File: src/hw/pscg_pkg.sv
// Constants for the power-save and clock-gating block: register map,
// field positions, reset values, state codes and wake timing.
// Assumes a single 10 MHz core clock and an APB register bus.
package pscg_pkg;

  // APB register byte addresses
  localparam logic [7:0] PSCG_CLOCK_DIVIDER_REGISTER_OFS = 8'h00;
  localparam logic [7:0] PSCG_GATE1_OFS  = 8'h04;
  localparam logic [7:0] PSCG_GATE2_OFS  = 8'h08;
  localparam logic [7:0] PSCG_STAT_OFS   = 8'h0C;

  // Clock divider register fields
  localparam int PSCG_ROI_BIT   = 15;
  localparam int PSCG_RATIO_HI  = 14;
  localparam int PSCG_RATIO_LO  = 12;
  localparam int PSCG_CPU_DIVIDE_ENABLE_BIT = 11;
  localparam logic [15:0] PSCG_CLOCK_DIVIDER_REGISTER_MASK = 16'hF800;
  localparam logic [15:0] PSCG_CLOCK_DIVIDER_REGISTER_RST  = 16'h0000;

  // Implemented disable bits of the two gate registers
  localparam logic [15:0] PSCG_GATE1_MASK = 16'h38A9;
  localparam logic [15:0] PSCG_GATE2_MASK = 16'hC303;
  localparam logic [15:0] PSCG_GATE_RST   = 16'h0000;
  localparam int PSCG_ADC_BIT = 0;

  // Power-save instruction operand codes
  localparam logic PSCG_OP_SLEEP = 1'b0;
  localparam logic PSCG_OP_IDLE  = 1'b1;

  // Idle wake latency: 2 to 4 cycles at 100 ns per cycle
  localparam int PSCG_CLK_PERIOD_NS = 100;
  localparam int PSCG_WAKE_MIN_NS   = 200;
  localparam int PSCG_WAKE_CYC =
    (PSCG_WAKE_MIN_NS + PSCG_CLK_PERIOD_NS - 1) / PSCG_CLK_PERIOD_NS;

  // Power states
  typedef enum logic [1:0] {
    PSCG_RUN   = 2'b00,
    PSCG_SLEEP = 2'b01,
    PSCG_IDLE  = 2'b10,
    PSCG_WAKE  = 2'b11
  } pscg_state_e;

endpackage

File: src/hw/pscg_power_save_clock_gating.sv
// Power-save controller: sleep, idle, doze divider and peripheral gates.
// Assumes core, interrupt controller and watchdog run on core_clk, so
// their strobes need no synchroniser; registers sit on APB.
`timescale 1ns/1ns
`default_nettype none

module pscg_power_save_clock_gating
  import pscg_pkg::*;
#(
  parameter int          ADDR_W       = 8,
  parameter int          WAKE_CYCLES  = PSCG_WAKE_CYC,
  parameter logic [15:0] PRESENT1     = PSCG_GATE1_MASK,
  parameter logic [15:0] PRESENT2     = PSCG_GATE2_MASK
) (
  input  wire  logic              core_clk,
  input  wire  logic              sys_rst,
  input  wire  logic              psel,
  input  wire  logic              penable,
  input  wire  logic              pwrite,
  input  wire  logic [ADDR_W-1:0] paddr,
  input  wire  logic [31:0]       pwdata,
  output var   logic [31:0]       prdata,
  output var   logic              pready,
  output var   logic              pslverr,
  input  wire  logic              power_save_exec,
  input  wire  logic              power_save_operand,
  input  wire  logic              irq_pending,
  input  wire  logic              wdt_timeout,
  input  wire  logic              wdt_enabled,
  input  wire  logic              clock_failure_monitor_enabled,
  input  wire  logic [2:0]        current_clock_select,
  output var   logic              cpu_clk_en,
  output var   logic              cpu_resume,
  output var   logic              sys_clk_run,
  output var   logic              osc_on,
  output var   logic              low_power_rc_run,
  output var   logic              clock_failure_monitor_active,
  output var   logic              wdt_clear,
  output var   logic              periph_sysclk_en,
  output var   logic [15:0]       module_gate_en1,
  output var   logic [15:0]       module_gate_en2,
  output var   logic              analog_cfg_en,
  output var   logic [2:0]        restart_clock_select
);

  // Elaboration checks
  initial begin
    if (ADDR_W < 4 || ADDR_W > 8)
      $error("ADDR_W must lie in 4..8");
    if (WAKE_CYCLES < 2 || WAKE_CYCLES > 4)
      $error("WAKE_CYCLES must lie in 2..4");
  end

  ////////////////////////////////////////////////////////////////////////
  // State

  typedef struct packed {
    pscg_state_e state;
    logic [2:0]  wake_cnt;
    logic [6:0]  div_cnt;
    logic [15:0] clock_divider_register;
    logic [15:0] gate1;
    logic [15:0] gate2;
    logic [2:0]  clk_sel;
    logic [31:0] rdata;
    logic        ready;
    logic        slverr;
    logic        cpu_en;
    logic        resume;
    logic        sys_run;
    logic        osc;
    logic        low_power_rc_clock;
    logic        clock_failure_monitor;
    logic        wclr;
    logic        psys;
    logic [15:0] en1;
    logic [15:0] en2;
    logic        acfg;
  } pscg_regs_s;

  pscg_regs_s r_reg;
  pscg_regs_s r_next;

  // Mask of the doze divider for a ratio code; 1:1 gives zero
  function automatic logic [6:0] pscg_doze_mask(input logic [2:0] ratio);
    pscg_doze_mask = 7'(({7'h00, 1'b1} << ratio) - 8'h01);
  endfunction

  // Byte address compare over the implemented address width
  function automatic logic pscg_hit(input logic [ADDR_W-1:0] a,
                                    input logic [7:0]        ofs);
    pscg_hit = (a == ofs[ADDR_W-1:0]);
  endfunction

  logic       wake_evt;
  logic       doze_on;
  logic [2:0] ratio;
  logic       doze_tick;
  logic       wr_go;

  ////////////////////////////////////////////////////////////////////////
  // Next-state logic

  always_comb begin
    r_next    = r_reg;
    ratio     = r_reg.clock_divider_register[PSCG_RATIO_HI:PSCG_RATIO_LO];
    doze_on   = r_reg.clock_divider_register[PSCG_CPU_DIVIDE_ENABLE_BIT];
    // Interrupt stays a level, so one arriving during entry wakes next
    wake_evt  = irq_pending || wdt_timeout;
    // Tick keeps CPU edges aligned with the undivided peripheral clock
    doze_tick = !doze_on ||
                ((r_reg.div_cnt & pscg_doze_mask(ratio)) == 7'h00);
    wr_go     = psel && penable && r_reg.ready && pwrite;

    r_next.wclr   = 1'b0;
    r_next.resume = 1'b0;
    r_next.div_cnt = 7'(r_reg.div_cnt + 7'h01);

    // Power state machine
    unique case (r_reg.state)
      PSCG_RUN: begin
        if (power_save_exec) begin
          r_next.wclr = 1'b1;
          if (power_save_operand == PSCG_OP_SLEEP) begin
            r_next.state   = PSCG_SLEEP;
            r_next.clk_sel = current_clock_select;
          end else begin
            r_next.state = PSCG_IDLE;
          end
        end
      end
      PSCG_SLEEP, PSCG_IDLE: begin
        if (wake_evt) begin
          r_next.state    = PSCG_WAKE;
          r_next.wake_cnt = 3'd1;
        end
      end
      PSCG_WAKE: begin
        if (r_reg.wake_cnt >= 3'(WAKE_CYCLES)) begin
          r_next.state  = PSCG_RUN;
          r_next.resume = 1'b1;
        end else begin
          r_next.wake_cnt = 3'(r_reg.wake_cnt + 3'd1);
        end
      end
    endcase

    // Clock source outputs per state
    r_next.sys_run = (r_next.state != PSCG_SLEEP);
    r_next.osc     = (r_next.state != PSCG_SLEEP);
    r_next.psys    = (r_next.state != PSCG_SLEEP);
    r_next.clock_failure_monitor    = clock_failure_monitor_enabled && (r_next.state != PSCG_SLEEP);
    r_next.low_power_rc_clock    = (r_next.state == PSCG_SLEEP) ? wdt_enabled
                   : (wdt_enabled || clock_failure_monitor_enabled);
    // CPU clock enable: only in run, divided while dozing
    r_next.cpu_en  = (r_next.state == PSCG_RUN) && doze_tick;

    // Register writes
    if (wr_go && pscg_hit(paddr, PSCG_CLOCK_DIVIDER_REGISTER_OFS))
      r_next.clock_divider_register = pwdata[15:0] & PSCG_CLOCK_DIVIDER_REGISTER_MASK;
    if (wr_go && pscg_hit(paddr, PSCG_GATE1_OFS))
      r_next.gate1 = pwdata[15:0] & PSCG_GATE1_MASK;
    if (wr_go && pscg_hit(paddr, PSCG_GATE2_OFS))
      r_next.gate2 = pwdata[15:0] & PSCG_GATE2_MASK;
    // Hardware exit from doze overrides a same-cycle software write
    if (irq_pending && r_reg.clock_divider_register[PSCG_ROI_BIT])
      r_next.clock_divider_register[PSCG_CPU_DIVIDE_ENABLE_BIT] = 1'b0;

    // Gates follow the registers one cycle later; absent modules stay off
    r_next.en1  = ~r_reg.gate1 & PRESENT1 & PSCG_GATE1_MASK;
    r_next.en2  = ~r_reg.gate2 & PRESENT2 & PSCG_GATE2_MASK;
    r_next.acfg = r_next.en1[PSCG_ADC_BIT];

    // APB: setup cycle prepares a zero-wait access phase
    r_next.ready  = psel && !penable;
    r_next.slverr = 1'b0;
    r_next.rdata  = 32'h0000_0000;
    if (psel && !penable) begin
      if (pscg_hit(paddr, PSCG_CLOCK_DIVIDER_REGISTER_OFS))
        r_next.rdata = {16'h0000, r_reg.clock_divider_register};
      else if (pscg_hit(paddr, PSCG_GATE1_OFS))
        r_next.rdata = {16'h0000, r_reg.gate1};
      else if (pscg_hit(paddr, PSCG_GATE2_OFS))
        r_next.rdata = {16'h0000, r_reg.gate2};
      else if (pscg_hit(paddr, PSCG_STAT_OFS))
        r_next.rdata = {24'h00_0000, 1'b0, r_reg.clk_sel,
                        r_reg.cpu_en, r_reg.sys_run, r_reg.state};
      else
        r_next.slverr = 1'b1;
    end
  end

  ////////////////////////////////////////////////////////////////////////
  // State register; every present module enabled out of reset

  always_ff @(posedge core_clk or posedge sys_rst) begin
    if (sys_rst) begin
      r_reg         <= '0;
      r_reg.state   <= PSCG_RUN;
      r_reg.clock_divider_register  <= PSCG_CLOCK_DIVIDER_REGISTER_RST;
      r_reg.gate1   <= PSCG_GATE_RST;
      r_reg.gate2   <= PSCG_GATE_RST;
      r_reg.sys_run <= 1'b1;
      r_reg.osc     <= 1'b1;
      r_reg.psys    <= 1'b1;
      r_reg.en1     <= PRESENT1 & PSCG_GATE1_MASK;
      r_reg.en2     <= PRESENT2 & PSCG_GATE2_MASK;
      r_reg.acfg    <= PRESENT1[PSCG_ADC_BIT];
    end else begin
      r_reg <= r_next;
    end
  end

  ////////////////////////////////////////////////////////////////////////
  // Outputs straight from flops

  assign prdata               = r_reg.rdata;
  assign pready               = r_reg.ready;
  assign pslverr              = r_reg.slverr;
  assign cpu_clk_en           = r_reg.cpu_en;
  assign cpu_resume           = r_reg.resume;
  assign sys_clk_run          = r_reg.sys_run;
  assign osc_on               = r_reg.osc;
  assign low_power_rc_run     = r_reg.low_power_rc_clock;
  assign clock_failure_monitor_active          = r_reg.clock_failure_monitor;
  assign wdt_clear            = r_reg.wclr;
  assign periph_sysclk_en     = r_reg.psys;
  assign module_gate_en1      = r_reg.en1;
  assign module_gate_en2      = r_reg.en2;
  assign analog_cfg_en        = r_reg.acfg;
  assign restart_clock_select = r_reg.clk_sel;
endmodule

`default_nettype wire

File: config.mk
export PLATFORM = sky130hd
export DESIGN_NAME = pscg_power_save_clock_gating
export DESIGN_NICKNAME = d
export VERILOG_FILES = /design/src/hw/pscg_pkg.sv /design/src/hw/pscg_power_save_clock_gating.sv
export SDC_FILE = /design/constraint.sdc
export NUM_CORES = 1
export LEC_CHECK = 0
export ABC_AREA = 1
export BUFFER_PORTS_ARGS = -buffer_cell sky130_fd_sc_hd__buf_2
export CAP_MARGIN = 25
export CORE_ASPECT_RATIO = 1.75
export CORE_MARGIN = 1.5
export CORE_UTILIZATION = 53
export CTS_CLUSTER_SIZE = 10
export DETAILED_ROUTE_END_ITERATION = 16
export PLACE_DENSITY_LB_ADDON = 0.1
export SYNTH_ARGS = -nofsm -noshare
export SYNTH_HDL_FRONTEND = slang
export SYNTH_SLANG_ARGS = --single-unit
File: constraint.sdc
create_clock -name core_clk -period 4.5 [get_ports core_clk]
set_input_delay 0 -clock core_clk [delete_from_list [all_inputs] [get_ports core_clk]]
set_output_delay 0 -clock core_clk [all_outputs]
set_load 0.03 [all_outputs]
==> results.md <==
* Slowest cell on crit path: dlygate4sd3_1
* Nets at 502
* CTS Buffer Depth at 2
* Mapped Avg Cell Area at 9.45 sq um
* Rel. slew slack at 0.449
* Power Density at 411 nW/um^2
* Share of cells above drive strength 1 at 0.315
* Place WS at 2.82 ns
* Remaining antenna violation count at 0
* Hold WS at 0.0440 ns
* Crit start category: flop
* WS Path Type: flop to flop
* Max Slew Vio Count at 0
* Placed Instances at 488
* Most common cell after layout, fill and taps aside: buf_2
* Peak supply drop at 0.000348 V
* Max Fclk at 482 MHz
* Dominant synthesized flop cell: dfrtp_1
* TNS Setup at 0 ns
* Final setup slack of the worst path at 2.43 ns
* Finished Layout Cells at 528
* Top cell by count, worst path: nand2_1
* Initial antenna violation count at 0
* Skew-Pair Late Insertion Delay at 0.35 ns
* Global route hottest layer: met2
* Tightest Hold Check Type: primary input to flop
* Largest area contributor in the netlist: dfrtp_1
* Top cell type's share of synthesized area at 0.395
* Min Tclk post-route at 2.07 ns
* Area contributors post-synth: dfrtp_1, buf_4, dfstp_2
* Die W at 64.3 um
* Iter 0 DRT Violations at 79
* Core Region at 6280 sq um
* Vias in the first global route at 2258
* Post-DP HPWL at 4540 um
* Leak at 2.10 nW
* Sink Count at 69
* CP max stage delay at 0.55 ns
* Met2 usage at 0.328
* Final hold viol count at 0
* Placed cell area at 3550 sq um
* Crit path DAT at 2.31 ns
* Die Area at 7090 sq um
* Routability Congestion at 0.870
* Max-capacitance violation count at 0
* Max reg flops at 29
* Die Ht at 110 um
* Post-Syn Area at 3490 sq um
* Crit path max fanout at 5
* Worst Path Required at 4.73 ns
* CP Cell Sequence: inv_1, ha_1, nand2_1, nand3_1, nand2_1, nand2_1, nand2_1, nand2_1, dlygate4sd3_1
* Post-CTS Setup Bufs at 0
* Site row count at 38
* Final period util at 0.461
* Initial DRT Pass Iterations at 4
* Worst-path clk slew at 0.07 ns
* Syn Inst Count at 369
* Synth async-reset ratio at 1.00
* Most frequent cells in the layout: buf_2, nand2_1, dfrtp_1
* Final setup violation count at 0
* TritonCTS clock tree: yes
* Largest net degree at the start of global routing at 70
* Diode count at 0
* Yosys warns at 0
* Share of the yosys chip area belonging to registers at 0.500
* EDFF count, synth at 0
* Total GRT Usage at 0.189
* GR Util met1 at 0.210
* Design Area, Final at 3980 sq um
* CP endpoint kind: flop
* I/O pin count at 132
* H-tree lvl count at 3
* Residual DRC at 0
* Via/cell ratio at 4.43
* Met3 GRT Util at 0.0569
* Total Routed Length at 6300 um
* RSZ-0062 raised after global routing: no
* Vias at 2341
* Initial cell density of the core at 0.555
* Cell variety after synth at 30
* I/O Buffers at 75
* Yosys reg bits at 69
* Root Driver: clkbuf_8
* Slew @ Worst Pin at 0.826 ns
* Area growth syn-to-layout at 14.3%
* TritonCTS Buffers at 9
* Status: complete, no violations
* Gr ovfl total at 0
* First-pass GRT wire length at 10000 um
* Wire length per cell at 11.9 um
* Layout Skew at 0.00742 ns
-- metrics by stage --
step	utilization	total power, mW
2_1_floorplan	-	1.09
3_5_place_dp	0.566	1.16
6_report	0.635	1.64
5_1_grt	0.635	1.74
4_1_cts	0.635	1.65
3_3_place_gp	0.566	1.15
-- cell usage after synthesis, drive strengths merged (3+ instances only) --
| library cell | instances |
|---|---|
| o21ai | 21 |
| a21oi | 17 |
| dfrtp | 55 |
| inv | 46 |
| nor3b | 3 |
| nand2 | 64 |
| nor3 | 4 |
| ha | 5 |
| nand3 | 20 |
| dfstp | 14 |
| mux2 | 3 |
| buf | 72 |
| xor2 | 4 |
| nor2 | 36 |
-- worst max-delay path, delay by kind of cell, from the launching register on --
family	cells	cell delay, ns
adders and majority gates	1	0.36
buffers and inverters	2	0.68
DFF	1	0.40
and+or+nand+nor	6	0.53
-- where the power goes --
part,internal [mW],switching (mW),total (mW)
logic,0.142,0.312,0.454
clock network,0.244,0.224,0.468
registers,0.677,0.0385,0.716
-- kinds of logic (layout without fill, tap and decap cells) --
family	after synthesis	count (layout)	share of synthesized area
adder cells (fa/ha/maj)	5	5	0.0179
XOR/XNOR	5	5	0.0126
buffers and inverters	118	162	0.206
flip-flops	69	69	0.500
AND/OR/NAND/NOR	128	128	0.180
other	1	36	0.00108
AO/OA/AOI/OAI	40	40	0.0725
multiplexers	3	3	0.00969
-- what timing repair did --
item | CTS | global route
setup endpoints to repair | 0 | 0
hold buffers | 24 | 0
gates resized for setup | 0 | 0
hold endpoints to repair | 82 | 0
-- routing by layer --
layer,share of wire,routed length (um)
met1,0.38,2400
met2,0.55,3450
met3,0.046,289
met4,0.026,164
met5,0,0
-- final cells by class --
class / count / area, sq um
Clock buffer: 13 / 169
Fill cell: 539 / 2290
Tap cell: 80 / 100
Multi-Input combinational cell: 217 / 1150
Sequential cell: 69 / 1740
Clock inverter: 3 / 20.0
Timing Repair Buffer: 100 / 623
Inverter: 46 / 173
-- worst paths after layout --
path	endpoint	depth (start not counted)	slack [ns]	start
max reg2reg	low_power_rc_run	9	2.43	r_reg[136]
max in group asynchronous	r_reg[105]	4	3.51	sys_rst
min reg2reg	module_gate_en2[9]	1	0.39	r_reg[87]
min	prdata[14]	5	0.04	psel
max	low_power_rc_run	9	2.43	r_reg[136]
min in group asynchronous	low_power_rc_run	4	0.46	sys_rst
No activity file was read; power rests on OpenSTA's default activity.
